`src/rtl/fsp_pkg.sv`:
```
package fsp_pkg;
  // clock and timing
  localparam int CLK_PERIOD_NS           = 50;
  localparam int WP_FILTER_NS            = 200;
  localparam int WP_FILTER_CYC           = (WP_FILTER_NS + CLK_PERIOD_NS - 1) / CLK_PERIOD_NS;
  localparam int PIN_PROTECT_ON_DELAY_NS  = 500;
  localparam int PIN_PROTECT_OFF_DELAY_NS = 500;
  localparam int PIN_PROTECT_ON_CYC      = PIN_PROTECT_ON_DELAY_NS / CLK_PERIOD_NS;
  localparam int PIN_PROTECT_OFF_CYC     = PIN_PROTECT_OFF_DELAY_NS / CLK_PERIOD_NS;
  localparam logic [3:0] WP_FILTER_LAST  = 4'(WP_FILTER_CYC - 1);
  localparam logic [3:0] WP_FILTER_ZERO  = 4'h0;

  // command sequence bytes
  localparam logic [7:0] SEQ_BYTE0 = 8'h3D;
  localparam logic [7:0] SEQ_BYTE1 = 8'h2A;
  localparam logic [7:0] SEQ_BYTE2 = 8'h7F;
  localparam logic [7:0] SEQ_ENA   = 8'hA9;
  localparam logic [7:0] SEQ_DIS   = 8'h9A;
  localparam logic [2:0] SEQ_LEN   = 3'h4;
  localparam logic [2:0] BYTE_SAT  = 3'h5;
  localparam logic [2:0] BIT_LAST  = 3'h7;
  localparam logic [2:0] CNT_ZERO  = 3'h0;

  // protection register layout
  localparam int         SECTOR_COUNT = 64;
  localparam int         SUB0A_HI     = 7;
  localparam int         SUB0A_LO     = 6;
  localparam int         SUB0B_HI     = 5;
  localparam int         SUB0B_LO     = 4;
  localparam logic [7:0] SPR_CLEAR    = 8'h00;
  localparam logic [1:0] SUB_CLEAR    = 2'h0;

  // reset values
  localparam logic SW_PROT_RESET = 1'b0;
  localparam logic WP_IDLE_LEVEL = 1'b1;

  typedef logic [SECTOR_COUNT-1:0][7:0] fsp_spr_type;

  typedef struct packed {
    logic sck;
    logic csN;
    logic mosi;
  } fsp_spi_type;

  localparam fsp_spi_type SPI_IDLE = '{sck: 1'b0, csN: 1'b1, mosi: 1'b0};

  typedef struct packed {
    logic       req;
    logic [5:0] sector;
    logic       subB;
    logic       sprTarget;
  } fsp_op_req_type;

  typedef struct packed {
    logic grant;
    logic deny;
  } fsp_op_resp_type;

  typedef enum logic [1:0] {
    FSP_IDLE,
    FSP_RECV,
    FSP_DISCARD
  } fsp_state_type;
endpackage

```
`src/rtl/fsp_wp_filter.sv`:
```
`timescale 1ns/10ps
module fsp_wp_filter (
  // clock and reset
  input  wire logic core_clk,
  input  wire logic srst,
  // raw pin, active low
  input  wire logic wpN,
  // filtered level, high while protection is forced
  output logic      wpAct
);
  import fsp_pkg::*;

  logic       wpS1;
  logic       wpS2;
  logic       wpS3;
  logic       wpLvl;
  logic [3:0] cnt;
  wire        agree   = (wpS2 == wpS3);
  wire        differs = agree && (wpS3 != wpLvl);
  wire        settle  = differs && (cnt == WP_FILTER_LAST);

  // synchroniser; idle level is high, as with the internal pull-up
  always_ff @(posedge core_clk) begin
    if (srst) begin
      wpS1 <= WP_IDLE_LEVEL; // RL5
      wpS2 <= WP_IDLE_LEVEL;
      wpS3 <= WP_IDLE_LEVEL;
    end else begin
      wpS1 <= wpN;
      wpS2 <= wpS1;
      wpS3 <= wpS2;
    end
  end

  // a new level must hold for the whole filter time before it counts
  always_ff @(posedge core_clk) begin
    if (srst) begin
      wpLvl <= WP_IDLE_LEVEL;
      cnt   <= WP_FILTER_ZERO;
      wpAct <= 1'b0;
    end else begin
      cnt   <= (differs && !settle) ? cnt + 4'h1 : WP_FILTER_ZERO; // RL12
      wpLvl <= settle ? wpS3 : wpLvl;
      wpAct <= settle ? !wpS3 : wpAct;
    end
  end

  property p_filter_hold;
    @(posedge core_clk) disable iff (srst)
    !$stable(wpAct) |-> $past(cnt) == WP_FILTER_LAST;
  endproperty
  a_filter_hold: assert property (p_filter_hold) else $error("wp level changed before filter time"); // RL12
endmodule

```
`src/rtl/fsp_ctrl.sv`:
```
`timescale 1ns/10ps
// Function
// [RL1] enable sequence sets software protection
// [RL2] disable sequence clears software protection
// [RL3] change applies only at chip-select release
// [RL4] reset leaves software protection off
// [RL5] idle write-protect pin reads deasserted
// [RL6] asserted pin guards the protection register
// [RL7] asserting pin forces protection within delay
// [RL8] pin release drops pin-only protection
// [RL9] command-enabled protection survives pin release
// [RL10] disable ignored while pin asserted
// [RL11] pin only adds protection, never removes
// [RL12] pin glitches are filtered out
// [RL13] status bit shows protection enabled
// [RL14] only marked sectors are blocked
// [RL15] one mark byte per sector, sector 0 split
// [RL16] erased mark byte means protected
// [RL17] blocked operation discarded until chip-select release
module fsp_ctrl (
  // clock and reset
  input  wire logic                     core_clk,
  input  wire logic                     srst,
  // serial pins
  input  wire fsp_pkg::fsp_spi_type     spiPins,
  input  wire logic                     wpN,
  // protection register contents from the nonvolatile store
  input  wire fsp_pkg::fsp_spr_type     sprBytes,
  // program or erase request from the command core
  input  wire fsp_pkg::fsp_op_req_type  opReq,
  output fsp_pkg::fsp_op_resp_type      opResp,
  // status
  output logic                          protStatus,
  output logic                          sprWritable,
  output logic                          discarding
);
  import fsp_pkg::*;

  fsp_spi_type     spiS1;
  fsp_spi_type     spiS2;
  fsp_spi_type     spiS3;
  fsp_spi_type     spiF;
  fsp_spi_type     spiPrev;
  fsp_state_type   state;
  fsp_state_type   next_state;
  logic [7:0]      shiftReg;
  logic [2:0]      bitCnt;
  logic [2:0]      byteCnt;
  logic            matchEna;
  logic            matchDis;
  logic            swEn;
  logic            next_swEn;
  logic            wpAct;
  logic [SECTOR_COUNT-1:0] markA;
  logic [SECTOR_COUNT-1:0] markB;

  // write-protect pin filter
  fsp_wp_filter u_wp_filter (
    .core_clk (core_clk),
    .srst     (srst),
    .wpN      (wpN),
    .wpAct    (wpAct)
  );

  // three-stage synchronisers on the serial pins
  always_ff @(posedge core_clk) begin
    if (srst) begin
      spiS1 <= SPI_IDLE;
      spiS2 <= SPI_IDLE;
      spiS3 <= SPI_IDLE;
    end else begin
      spiS1 <= spiPins;
      spiS2 <= spiS1;
      spiS3 <= spiS2;
    end
  end

  // a pin change counts once stages two and three agree
  genvar gi;
  generate
    for (gi = 0; gi < 3; gi++) begin : g_pin
      always_ff @(posedge core_clk) begin
        if (srst) begin
          spiF[gi]    <= SPI_IDLE[gi];
          spiPrev[gi] <= SPI_IDLE[gi];
        end else begin
          spiF[gi]    <= (spiS2[gi] == spiS3[gi]) ? spiS3[gi] : spiF[gi];
          spiPrev[gi] <= spiF[gi];
        end
      end
    end
  endgenerate

  // serial events
  wire       sckRise  = spiF.sck && !spiPrev.sck && !spiF.csN;
  wire       csFall   = !spiF.csN && spiPrev.csN;
  wire       csRise   = spiF.csN && !spiPrev.csN;
  wire [7:0] nextByte = {shiftReg[6:0], spiF.mosi};
  wire       byteDone = sckRise && (bitCnt == BIT_LAST);

  // expected byte at each position of the sequence
  wire prefixOk = (byteCnt == 3'h0 && nextByte == SEQ_BYTE0) ||
                  (byteCnt == 3'h1 && nextByte == SEQ_BYTE1) ||
                  (byteCnt == 3'h2 && nextByte == SEQ_BYTE2);
  wire lastEna  = (byteCnt == 3'h3) && (nextByte == SEQ_ENA);
  wire lastDis  = (byteCnt == 3'h3) && (nextByte == SEQ_DIS);

  // complete sequence: exactly four whole bytes before release
  wire seqDone = (byteCnt == SEQ_LEN) && (bitCnt == CNT_ZERO);
  wire enaCmd  = csRise && (state == FSP_RECV) && seqDone && matchEna; // RL3
  wire disCmd  = csRise && (state == FSP_RECV) && seqDone && matchDis && !wpAct; // RL10

  // receive shifter and byte matcher
  always_ff @(posedge core_clk) begin
    if (srst || csFall) begin
      shiftReg <= SPR_CLEAR;
      bitCnt   <= CNT_ZERO;
      byteCnt  <= CNT_ZERO;
      matchEna <= 1'b1;
      matchDis <= 1'b1;
    end else if (sckRise) begin
      shiftReg <= nextByte;
      bitCnt   <= bitCnt + 3'h1;
      if (byteDone) begin
        byteCnt  <= (byteCnt == BYTE_SAT) ? BYTE_SAT : byteCnt + 3'h1;
        matchEna <= matchEna && (prefixOk || lastEna);
        matchDis <= matchDis && (prefixOk || lastDis);
      end
    end
  end

  // software protection state
  always_comb begin
    next_swEn = swEn; // RL9
    if (enaCmd) begin
      next_swEn = 1'b1; // RL1
    end else if (disCmd) begin
      next_swEn = 1'b0; // RL2
    end
  end

  // command state
  always_comb begin
    next_state = state;
    case (state)
      FSP_IDLE: begin
        if (csFall) next_state = FSP_RECV;
      end
      FSP_RECV: begin
        if (csRise) next_state = FSP_IDLE;
        else if (opResp.deny) next_state = FSP_DISCARD; // RL17
      end
      FSP_DISCARD: begin
        if (csRise) next_state = FSP_IDLE; // RL17
      end
      default: next_state = FSP_IDLE;
    endcase
  end

  // per-sector marks; sector 0 carries two half fields
  generate
    for (gi = 0; gi < SECTOR_COUNT; gi++) begin : g_mark
      if (gi == 0) begin : g_split
        assign markA[gi] = sprBytes[gi][SUB0A_HI:SUB0A_LO] != SUB_CLEAR; // RL15
        assign markB[gi] = sprBytes[gi][SUB0B_HI:SUB0B_LO] != SUB_CLEAR; // RL15
      end else begin : g_whole
        assign markA[gi] = sprBytes[gi] != SPR_CLEAR; // RL16
        assign markB[gi] = sprBytes[gi] != SPR_CLEAR;
      end
    end
  endgenerate

  // operation check
  wire sectorMarked = opReq.subB ? markB[opReq.sector] : markA[opReq.sector];
  wire sprBlocked   = opReq.sprTarget && wpAct; // RL6
  wire arrBlocked   = !opReq.sprTarget && protStatus && sectorMarked; // RL14
  wire opBlocked    = sprBlocked || arrBlocked;

  // registers and outputs
  always_ff @(posedge core_clk) begin
    if (srst) begin
      state       <= FSP_IDLE;
      swEn        <= SW_PROT_RESET; // RL4
      protStatus  <= SW_PROT_RESET;
      sprWritable <= 1'b1;
      discarding  <= 1'b0;
      opResp      <= '0;
    end else begin
      state       <= next_state;
      swEn        <= next_swEn;
      protStatus  <= next_swEn || wpAct; // RL7 RL8 RL11 RL13
      sprWritable <= !wpAct; // RL6
      discarding  <= (next_state == FSP_DISCARD);
      opResp      <= '{grant: opReq.req && !opBlocked, deny: opReq.req && opBlocked}; // RL17
    end
  end

  // checks
  localparam int ON_MAX  = PIN_PROTECT_ON_CYC;
  localparam int OFF_MAX = PIN_PROTECT_OFF_CYC;

  property p_ena_sets;
    @(posedge core_clk) disable iff (srst)
    enaCmd |=> swEn && protStatus;
  endproperty
  a_ena_sets: assert property (p_ena_sets) else $error("enable sequence did not set protection"); // RL1

  property p_dis_clears;
    @(posedge core_clk) disable iff (srst)
    disCmd && !enaCmd |=> !swEn;
  endproperty
  a_dis_clears: assert property (p_dis_clears) else $error("disable sequence did not clear"); // RL2

  property p_cs_only;
    @(posedge core_clk) disable iff (srst)
    !$stable(swEn) |-> $past(csRise) && $past(state) == FSP_RECV;
  endproperty
  a_cs_only: assert property (p_cs_only) else $error("software state changed without release"); // RL3

  property p_reset_off;
    @(posedge core_clk)
    srst |=> !swEn && !protStatus;
  endproperty
  a_reset_off: assert property (p_reset_off) else $error("protection on after reset"); // RL4

  property p_pin_forces;
    @(posedge core_clk) disable iff (srst)
    $fell(wpN) ##1 !wpN [*7] |-> ##[0:ON_MAX] protStatus;
  endproperty
  a_pin_forces: assert property (p_pin_forces) else $error("pin did not force protection"); // RL7

  property p_pin_release;
    @(posedge core_clk) disable iff (srst)
    !wpAct && !swEn && !enaCmd |=> !protStatus;
  endproperty
  a_pin_release: assert property (p_pin_release) else $error("protection kept after pin release"); // RL8

  property p_keep;
    @(posedge core_clk) disable iff (srst)
    $fell(wpAct) && swEn && !disCmd |-> ##1 protStatus;
  endproperty
  a_keep: assert property (p_keep) else $error("command protection lost at pin release"); // RL9

  property p_dis_ignored;
    @(posedge core_clk) disable iff (srst)
    wpAct && swEn |=> swEn;
  endproperty
  a_dis_ignored: assert property (p_dis_ignored) else $error("disable accepted with pin asserted"); // RL10

  property p_status;
    @(posedge core_clk) disable iff (srst)
    protStatus |-> swEn || $past(wpAct);
  endproperty
  a_status: assert property (p_status) else $error("status bit set with no cause"); // RL13

  property p_marked_deny;
    @(posedge core_clk) disable iff (srst)
    opReq.req && !opReq.sprTarget && protStatus && sectorMarked |=> opResp.deny && !opResp.grant;
  endproperty
  a_marked_deny: assert property (p_marked_deny) else $error("marked sector not blocked"); // RL14

  property p_spr_guard;
    @(posedge core_clk) disable iff (srst)
    opReq.req && opReq.sprTarget && wpAct |=> opResp.deny;
  endproperty
  a_spr_guard: assert property (p_spr_guard) else $error("register change allowed with pin asserted"); // RL6

  property p_discard;
    @(posedge core_clk) disable iff (srst)
    state == FSP_DISCARD && !csRise |=> state == FSP_DISCARD;
  endproperty
  a_discard: assert property (p_discard) else $error("left discard before release"); // RL17

  // pin-only protection must be gone within the release delay
  property p_pin_drop;
    @(posedge core_clk) disable iff (srst)
    $rose(wpN) ##1 wpN [*7] |-> ##[0:OFF_MAX] (!protStatus || swEn);
  endproperty
  a_pin_drop: assert property (p_pin_drop) else $error("pin protection not dropped in time"); // RL8

  property p_spr_open;
    @(posedge core_clk) disable iff (srst)
    opReq.req && opReq.sprTarget && !wpAct |=> opResp.grant && !opResp.deny;
  endproperty
  a_spr_open: assert property (p_spr_open) else $error("register change refused with pin released"); // RL6

  property p_unmarked_grant;
    @(posedge core_clk) disable iff (srst)
    opReq.req && !opReq.sprTarget && (!protStatus || !sectorMarked) |=> opResp.grant && !opResp.deny;
  endproperty
  a_unmarked_grant: assert property (p_unmarked_grant) else $error("unprotected sector blocked"); // RL14

  property p_discard_entry;
    @(posedge core_clk) disable iff (srst)
    state == FSP_RECV && opResp.deny && !csRise |=> discarding;
  endproperty
  a_discard_entry: assert property (p_discard_entry) else $error("refused op inside frame not discarded"); // RL17

  c_enable:  cover property (@(posedge core_clk) disable iff (srst) enaCmd);
  c_disable: cover property (@(posedge core_clk) disable iff (srst) disCmd);
  c_deny:    cover property (@(posedge core_clk) disable iff (srst) opResp.deny ##[1:50] csRise);
  c_pin_on:  cover property (@(posedge core_clk) disable iff (srst) $rose(wpAct) && !swEn);
  c_keep:    cover property (@(posedge core_clk) disable iff (srst) $fell(wpAct) && swEn);
endmodule

```
`config.mk`:
```
export PLATFORM = sky130hd
export DESIGN_NAME = fsp_ctrl
export DESIGN_NICKNAME = d
export VERILOG_FILES = /design/src/rtl/fsp_pkg.sv /design/src/rtl/fsp_wp_filter.sv /design/src/rtl/fsp_ctrl.sv
export SDC_FILE = /design/constraint.sdc
export NUM_CORES = 1
export LEC_CHECK = 0
export ABC_AREA = 1
export BUFFER_PORTS_ARGS = -buffer_cell sky130_fd_sc_hd__clkbuf_2
export CAP_MARGIN = 20
export CORE_AREA = 2 2 209 211
export CTS_BUF_LIST = sky130_fd_sc_hd__clkbuf_4 sky130_fd_sc_hd__clkbuf_8
export DETAILED_ROUTE_END_ITERATION = 8
export DIE_AREA = 0 0 211 213
export SLEW_MARGIN = 20
export SYNTH_ARGS = -nofsm -noshare
export SYNTH_HDL_FRONTEND = slang
export SYNTH_HIERARCHICAL = 1
export SYNTH_SLANG_ARGS = --single-unit
```
`constraint.sdc`:
```
create_clock -name core_clk -period 1.7 [get_ports core_clk]
set_input_delay 0.34 -clock core_clk [delete_from_list [all_inputs] [get_ports core_clk]]
set_output_delay 0.34 -clock core_clk [all_outputs]
set_load 0.05 [all_outputs]
```
==> metrics.md, run 1 <==
| Metric | Value |
|---|---|
| Die width | `between 200 and 250 um` |
| Core footprint | `42700 sq um` |
| Drt initial violations | `234` |
| CP max FO | `7` |
| Synth Area in Simple Gates | `60.24%` |
| Worst Hold Path Cells | `2` |
| Router iterations before antenna repair | `4` |
| Async set or reset register ratio after synthesis | `0%` |
| Hold crit path type | `in -> reg` |
| Met3 usage in global routing | `between 1 and 1.5%` |
| # rows | `76` |
| DP HPWL | `roughly 22000 um` |
| Seq cells post-synth | `46` |
| Main combinational cell family by area after synthesis | `simple AND/OR/NAND/NOR gates` |
| Startpoint types | `input port` |
| FF-to-FF setup slack | `0.23 ns` |
| Antenna viol nets, final | `0` |
| WP data required | `1.94 ns` |
| Count of cell types in the netlist | `32` |
| Final WL | `24660 um` |
| Critical Setup Path Class | `in -> reg` |
| Final Net Count | `~1800` |
| Actual slew at the worst max-slew pin | `0.4296 ns` |
| Synth Area in Adders | `1.601%` |
| Initial antenna violation count | `5` |
| Global Route met1 Usage | `11.65%` |
| # DRC | `0` |
| Sink Count | `46` |
| Final setup viols | `0` |
| Commonest non-fill, non-tap cell in the layout | `clkbuf_2` |
| Clk slew on worst S/H paths | `around 0.09 ns` |
| Mapped cell area | `3909 sq um` |
| Die Area | `44940 sq um` |
| Final Max Tran Viols | `0` |
| Starting Density | `9.155%` |
| Syn_area_per_cell | `5.681 sq um` |
| Die Span Y | `~210 um` |
| Overall Global Routing Usage | `10.40%` |
| Max Cap Viol | `0` |
| Minimum clock period | `1.580 ns` |
| P per Cell Area | `390.4 nW/um^2` |
| FF-to-FF End | `protStatus` |
| Layout cells sized above 1 | `between 50% and 60%` |
| Number of H-tree levels | `2` |
| Gate Count Post-Synth | `688` |
| Final core utilization | `about 18%` |
| Area Overhead vs Synth | `100.4%` |
| Crit share post-route | `~93%` |
| Hold Crit Start | `spiPins[1]` |
| Most frequent cells in the layout | `clkbuf_2 (526), nor2_1 (206), nand2_1 (99), nor3_1 (66), inv_1 (55)` |
| Clock root buffer | `clkbuf_8` |
| Syn Nets | `around 1200` |
| CTS tree | `built` |
| Vias in the first global route | `6274` |
| Seq/Total Area, Yosys | `23.56%` |
| Leak | `0.004161 uW` |
| Clk_lat worst skew | `0.29 ns` |
| RD Place Congestion | `0.8756` |
| Max_slew headroom | `71.00%` |
| Compound-cell area share of the yosys netlist | `5.858%` |
| R2r startpoint | `bitCnt[0]` |
| Peak VDD IR | `0.4440 mV` |
| Hold Vio Cnt, Final | `0` |
| Tot Pwr | `3059 uW` |
| End of the worst hold path | `spiS1[1]` |
| Count of flip-flops with a built-in enable after synthesis | `0` |
| Syn. warnings | `6` |
| R2R cell count | `10` |
| I/O pin total | `532` |
| Vias per cell | `3.644` |
| Clock Skew | `0.01187 ns` |
| M2 GR Usage | `roughly a fifth` |
| Port Buffer Count | `~530` |
| Outcome | `completed` |
| Longest Clk Path Bufs | `2` |
| Largest net degree at the start of global routing | `16` |
| Prevailing post-synth register cell | `dfxtp_1` |
| CP Capture Type | `flip-flop` |
| GRT busiest layer | `met2` |
| Post-DR wirelength/cell | `around 14 um` |
| GRT overflow | `0` |
| Post-cts hold buffer count | `0` |
| Vias post-DR | `6556` |
| Worst EP arrival | `approximately 1.8 ns` |
| CTS Buf Count | `5` |
| F_max | `0.6328 GHz` |
| First-pass GRT wire length | `34440 um` |
| Mux contribution to synthesized area | `0%` |
| Post-synthesis xor/xnor area fraction | `0.4481%` |
flip-flops by register name, summed over array words and instances (netlist names), 3 cells and up:
register         cells
spiS3                3
byteCnt              3
shiftReg             7
bitCnt               3
spiS2                3
u_wp_filter/cnt      4
spiS1                3
Yosys cell counts, types with 5 or more instances:
cell	number	area, sq um
o21ai_0	17	85.08
nand2_1	101	379.1
nand4_1	36	225.2
ha_1	5	62.56
nor2_1	211	792.0
nor2_2	7	43.79
nor3_1	66	330.3
dfxtp_1	46	920.9
nand3b_1	17	127.6
a21oi_1	16	80.08
inv_1	55	206.5
or2_2	10	62.56
nand3_1	59	295.3
nand3_2	5	50.05
per-layer routing:
metal | vias to the layer above | wire, um
met2 | 357 | 12670
li1 | 3401 | -
met3 | 22 | 1632
met4 | 4 | 399
met5 | - | 21
met1 | 2772 | 9933
metrics by stage:
step | setup WS, ns | area, sq um | instances | hold WS [ns] | setup TNS (ns)
2_1_floorplan | 0.2297 | 3909 | 688 | 0.3832 | 0
3_3_place_gp | -0.4804 | 7520 | 1785 | 0.3916 | -0.9390
3_5_place_dp | -0.4333 | 7520 | 1785 | 0.4010 | -0.8406
4_1_cts | 0.003131 | 7771 | 1796 | 0.2150 | 0
5_1_grt | -0.01810 | 7835 | 1799 | 0.2092 | -0.03013
6_report | 0.1196 | 7835 | 1799 | 0.2193 | 0
critical path, stage by stage:
cell	delay [ns]
buf_6	0.12
buf_12	0.15
buf_4	0.16
nor2_2	0.13
nand4_1	0.15
nand3_1	0.12
nand3_2	0.13
nand3_1	0.10
nand3_1	0.07
nand2_1	0.07
nand2_1	0.08
nand3_4	0.08
nand2_2	0.05
nor2_2	0.06
power breakdown:
| group | total, uW | internal, uW | switching, uW | leakage [uW] |
|---|---|---|---|---|
| Combinational | 1150 | 650 | 499 | 0.00374 |
| Sequential | 1100 | 1090 | 5.89 | 0.000373 |
| Clock | 813 | 438 | 375 | 0.0000504 |
| Total | 3060 | 2180 | 880 | 0.00416 |
final cells by class:
cell class                      count  area [sq um]
Clock buffer                        5         68.82
Clock inverter                      3         45.04
Fill cell                        4979         34860
Multi-Input combinational cell    567          2779
Inverter                           61         229.0
Timing Repair Buffer              568          3102
Sequential cell                    46         920.9
Tap cell                          546         683.2
Antenna cell                        3         7.507
worst max path at each step:
stage | end | startpoint | cells past startpoint
after floorplan | opResp[0] | opReq[2] | 13
after global placement | opResp[1] | opReq[2] | 15
after detailed placement | opResp[1] | opReq[2] | 15
after CTS | opResp[1] | opReq[2] | 14
after global routing | opResp[1] | opReq[2] | 15
final | opResp[1] | opReq[2] | 14
timing repair:
action / 4_1_cts / 5_1_grt
pin swaps: 3 / 4
buffers inserted: 1 / 0
gates resized for setup: 14 / 15
gates cloned: 2 / 0
setup endpoints to repair: 2 / 3
kinds of logic after synthesis:
logic type                 Yosys count
xor gates and xnor gates             2
adders and majority gates            5
DFF                                 46
buffers and inverters               75
AOI/OAI and AO/OA                   41
and+or+nand+nor                    519
Note: power is estimated with default switching activity, not from simulation.
==> run 2: changes to the inputs <==
--- a/config.mk
+++ b/config.mk
@@ -12,6 +12,7 @@
 export CTS_BUF_LIST = sky130_fd_sc_hd__clkbuf_4 sky130_fd_sc_hd__clkbuf_8
 export DETAILED_ROUTE_END_ITERATION = 8
 export DIE_AREA = 0 0 211 213
+export RECOVER_POWER = 100
 export SLEW_MARGIN = 20
 export SYNTH_ARGS = -nofsm -noshare
 export SYNTH_HDL_FRONTEND = slang
==> metrics.md, run 2 (synthesis results as in run 1) <==
| Metric | Value |
|---|---|
| Outcome | `completed` |
| Post-DR wirelength/cell | `13.68 um` |
| Hold Vio Cnt, Final | `0` |
| Crit-path leading delay family | `simple AND/OR/NAND/NOR gates` |
| I/O pin total | `roughly 530` |
| CP max FO | `6` |
| Commonest non-fill, non-tap cell in the layout | `clkbuf_2` |
| Crit-path cells | `buf_6, bufbuf_16, nor2_2, nand2_1, nand3b_1, nand3_1, nand2_1, nand2_1, nand3_2, nand3_2, nand3_2, nand3_4, nand2_2, nor2_2` |
| Clk slew on worst S/H paths | `0.09 ns` |
| Layout cells sized above 1 | `49.04%` |
| Clock Skew | `0.01189 ns` |
| Sink Count | `46` |
| Peak VDD IR | `0.4443 mV` |
| Die Area | `44940 sq um` |
| Initial antenna violation count | `5` |
| Final std cells w/o fill | `1799` |
| Placed Cells | `1785` |
| Die Span Y | `about 210 um` |
| Biggest register | `shiftReg` |
| M2 GR Usage | `between 20% and 30%` |
| Die width | `211 um` |
| Max_slew headroom | `53.24%` |
| CP Capture Type | `flip-flop` |
| F_max | `0.6288 GHz` |
| Global Route met1 Usage | `about an eighth` |
| Crit path largest cell delay | `between 0.2 and 0.3 ns` |
| Number of H-tree levels | `2` |
| Startpoint types | `input port` |
| Clk_lat worst skew | `0.29 ns` |
| Largest net degree at the start of global routing | `16` |
| Crit share post-route | `93.55%` |
| Starting Density | `9.155%` |
| Vias in the first global route | `6274` |
| Max reg flops | `7` |
| WP data required | `1.94 ns` |
| Met3 usage in global routing | `1.383%` |
| CP max-delay cell | `bufbuf_16` |
| RD Place Congestion | `0.8756` |
| Hold crit path type | `in -> reg` |
| Antenna viol nets, final | `0` |
| Minimum clock period | `1.590 ns` |
| Min Hold Slack | `0.2197 ns` |
| Drt initial violations | `215` |
| Actual slew at the worst max-slew pin | `0.7044 ns` |
| # DRC | `0` |
| P per Cell Area | `391.6 nW/um^2` |
| DP HPWL | `22100 um` |
| Worst EP arrival | `1.83 ns` |
| Overall Global Routing Usage | `10.40%` |
| Area Overhead vs Synth | `99.46%` |
| Critical Setup Path Class | `in -> reg` |
| First-pass GRT wire length | `approximately 34000 um` |
| GRT overflow | `0` |
| Biggest regs | `shiftReg: 7 flops, u_wp_filter/cnt: 4 flops` |
| Max Cap Viol | `0` |
| CTS Buf Count | `5` |
| GRT busiest layer | `met2` |
| Longest Clk Path Bufs | `2` |
| Final WL | `24610 um` |
| Vias post-DR | `6537` |
| Router iterations before antenna repair | `4` |
| Port Buffer Count | `527` |
| Final Max Tran Viols | `0` |
| Critical path buffers and inverters | `2` |
| Final setup viols | `0` |
| Post-cts hold buffer count | `0` |
| # rows | `76` |
| Leak | `0.004121 uW` |
| Vias per cell | `3.634` |
| Core footprint | `42700 sq um` |
| CTS tree | `built` |
| Clock root buffer | `clkbuf_8` |
| Most frequent cells in the layout | `clkbuf_2 (520), nor2_1 (207), nand2_1 (99), nor3_1 (66), inv_1 (55)` |
| Final Net Count | `1781` |
run 2: cell type report:
type,count,area [sq um]
antenna,3,7.507
clock buffer,5,68.82
clock inverter,3,45.04
fill,4991,34900
inverter,61,229.0
multi-input combinational,567,2766
sequential,46,920.9
tap,546,683.2
timing repair buffer,568,3075
run 2: layer usage:
metal	wire length [um]	vias to the layer above
met1	9935	2761
met5	21	-
met4	395	4
li1	-	3401
met3	1578	20
met2	12680	351
run 2: final timing paths:
kind	start	endpoint	slack (ns)	cells past startpoint
max reg2reg	bitCnt[0]	protStatus	0.21	10
min	spiPins[1]	spiS1[1]	0.22	2
max	opReq[2]	opResp[1]	0.11	14
min reg2reg	spiS1[2]	spiS2[2]	0.41	2
run 2: what timing repair did:
item	4_1_cts	5_1_grt
cloned	2	0
endpoints found under the setup margin	2	3
gates resized for setup	14	15
pin swaps	3	4
buffers inserted	1	0
run 2: stage by stage:
step                      instance area (sq um)   TNS, ns  worst slack (ns)  util (%)  total power [uW]
after floorplan                            3909         0            0.2297         -              1406
after global placement                     7520   -0.9390           -0.4804     17.61              2232
after detailed placement                   7520   -0.8406           -0.4333     17.61              2236
after CTS                                  7771         0          0.003131     18.20              3095
after global routing                       7796  -0.03014          -0.01811     18.26              3245
final                                      7796         0            0.1097     18.26              3053
run 2: report_power, final:
| part | switching [uW] | internal [uW] |
|---|---|---|
| registers | 5.88 | 1090 |
| logic | 498 | 646 |
| clock network | 375 | 438 |
==> run 3: changes to the inputs <==
--- a/config.mk
+++ b/config.mk
@@ -12,6 +12,7 @@
 export CTS_BUF_LIST = sky130_fd_sc_hd__clkbuf_4 sky130_fd_sc_hd__clkbuf_8
 export DETAILED_ROUTE_END_ITERATION = 8
 export DIE_AREA = 0 0 211 213
+export MAX_ROUTING_LAYER = met4
 export RECOVER_POWER = 100
 export SLEW_MARGIN = 20
 export SYNTH_ARGS = -nofsm -noshare
==> metrics.md, run 3 (synthesis results as in run 1) <==
| Metric | Value |
|---|---|
| Final Net Count | `1781` |
| Crit share post-route | `94.91%` |
| Tot Pwr | `3058 uW` |
| Clock root buffer | `clkbuf_8` |
| Net Switching | `882.7 uW` |
| WP data required | `1.94 ns` |
| Clk_lat worst skew | `~0.29 ns` |
| Max Cap Viol | `0` |
| CP max FO | `6` |
| Core footprint | `roughly 43000 sq um` |
| Biggest regs | `shiftReg: 7 flops, u_wp_filter/cnt: 4 flops` |
| CP Capture Type | `flip-flop` |
| # rows | `76` |
| Longest Clk Path Bufs | `2` |
| Int Power | `2175 uW` |
| Largest net degree at the start of global routing | `16` |
| Area Overhead vs Synth | `99.68%` |
| Minimum clock period | `1.614 ns` |
| Router iterations before antenna repair | `4` |
| Port Buffer Count | `527` |
| Hold Vio Cnt, Final | `0` |
| CTS Buf Count | `5` |
| Initial antenna violation count | `5` |
| P per Cell Area | `391.8 nW/um^2` |
| Most frequent cells in the layout | `clkbuf_2 (520), nor2_1 (207), nand2_1 (99), nor3_1 (66), inv_1 (55)` |
| Final WL | `around 25000 um` |
| RSZ-0062 raised after global routing | `yes` |
| F_max | `0.6198 GHz` |
| Part of the power in registers | `35.8%` |
| CTS tree | `built` |
| Switching part of the total | `28.87%` |
| Vias post-DR | `6554` |
| Die Area | `roughly 45000 sq um` |
| RD Place Congestion | `0.8900` |
| Peak VDD IR | `0.4441 mV` |
| GRT overflow | `0` |
| Max_slew headroom | `53.23%` |
| Leak | `0.004125 uW` |
| Final Max Tran Viols | `0` |
| Clk network pwr share | `26.6%` |
| Layout cells sized above 1 | `49.12%` |
| Max reg flops | `7` |
| Antenna viol nets, final | `0` |
| Placed Cells | `1785` |
| Final std cells w/o fill | `about 1800` |
| Outcome | `completed` |
| Overall Global Routing Usage | `between 10% and 20%` |
| FF-to-FF setup slack | `0.21 ns` |
| # DRC | `0` |
| Startpoint types | `input port` |
| Starting Density | `9.155%` |
| Vias per cell | `about 3.6` |
| Die width | `211 um` |
| Biggest register | `shiftReg` |
| Drt initial violations | `roughly 250` |
| Commonest non-fill, non-tap cell in the layout | `clkbuf_2` |
| Number of H-tree levels | `2` |
| First-pass GRT wire length | `34490 um` |
| DP HPWL | `22100 um` |
| Power share of the combinational group | `37.6%` |
| Die Span Y | `213 um` |
| Sink Count | `46` |
| Post-DR wirelength/cell | `between 10 and 15 um` |
| Critical Setup Path Class | `in -> reg` |
| Clock Skew | `0.01186 ns` |
| Clk slew on worst S/H paths | `0.09 ns` |
| Actual slew at the worst max-slew pin | `around 0.70 ns` |
| Worst EP arrival | `1.85 ns` |
| I/O pin total | `532` |
| Final setup viols | `0` |
| Vias in the first global route | `6273` |
| Hold crit path type | `in -> reg` |
| TNS Setup | `0 ns` |
[run 3: cell count changes in the layout (fill, tap and decap cells not counted), sizes merged]
| cell | change |
|---|---|
| clkbuf | -1 |
| diode | +2 |
| buf | +1 |
[run 3: path summary, 6_finish.rpt]
| path | end | startpoint | cells past startpoint |
|---|---|---|---|
| worst min-delay path | spiS1[1] | spiPins[1] | 2 |
| worst max register to register | protStatus | bitCnt[0] | 10 |
| worst max-delay path | opResp[1] | opReq[2] | 14 |
| worst min register to register | spiS2[2] | spiS1[2] | 2 |
[run 3: critical path: stages]
cell	delay, ns
buf_6	0.12
bufbuf_16	0.28
nor2_2	0.09
nand2_1	0.04
nand3b_1	0.15
nand3_1	0.08
nand2_1	0.05
nand2_1	0.15
nand3_2	0.14
nand3_2	0.10
nand3_2	0.09
nand3_4	0.10
nand2_2	0.05
nor2_2	0.06
[run 3: stage by stage]
| stage | setup WS [ns] | utilization [%] | hold slack (ns) | cell area [sq um] |
|---|---|---|---|---|
| 2_1_floorplan | 0.2297 | - | 0.3832 | 3909 |
| 3_3_place_gp | -0.4804 | 17.61 | 0.3916 | 7520 |
| 3_5_place_dp | -0.4333 | 17.61 | 0.4010 | 7520 |
| 4_1_cts | 0.003131 | 18.20 | 0.2150 | 7771 |
| 5_1_grt | -0.01880 | 18.28 | 0.2092 | 7805 |
| 6_report | 0.08647 | 18.28 | 0.2198 | 7805 |
[run 3: repair_timing]
action                                  CTS  global route
setup buffers                             1             0
hold buffers                              0             0
cloned                                    2             0
endpoints found under the setup margin    2             3
pin swaps                                 3             4
gates resized for setup                  14            15
[run 3: per-layer routing]
layer	GRT usage, %	vias to the layer above	share of wire [%]
met5	-	-	0
met4	2.088	0	1.3
met3	1.471	12	7.2
met2	20.72	365	52
met1	11.64	2774	40
li1	-	3403	-
[run 3: cell type report]
type	instances	area, sq um
sequential	46	920.9
timing repair buffer	568	3079
fill	4991	34890
clock buffer	5	68.82
multi-input combinational	567	2766
antenna	5	12.51
inverter	61	229.0
clock inverter	3	45.04
tap	546	683.2
[run 3: power by group through the flow]
stage | registers [uW] | logic, uW | clock network [uW]
2_1_floorplan | 1120 | 282 | 0
3_3_place_gp | 1120 | 1110 | 0
3_5_place_dp | 1120 | 1110 | 0
4_1_cts | 1100 | 1160 | 836
5_1_grt | 1100 | 1270 | 876
6_report | 1100 | 1150 | 812
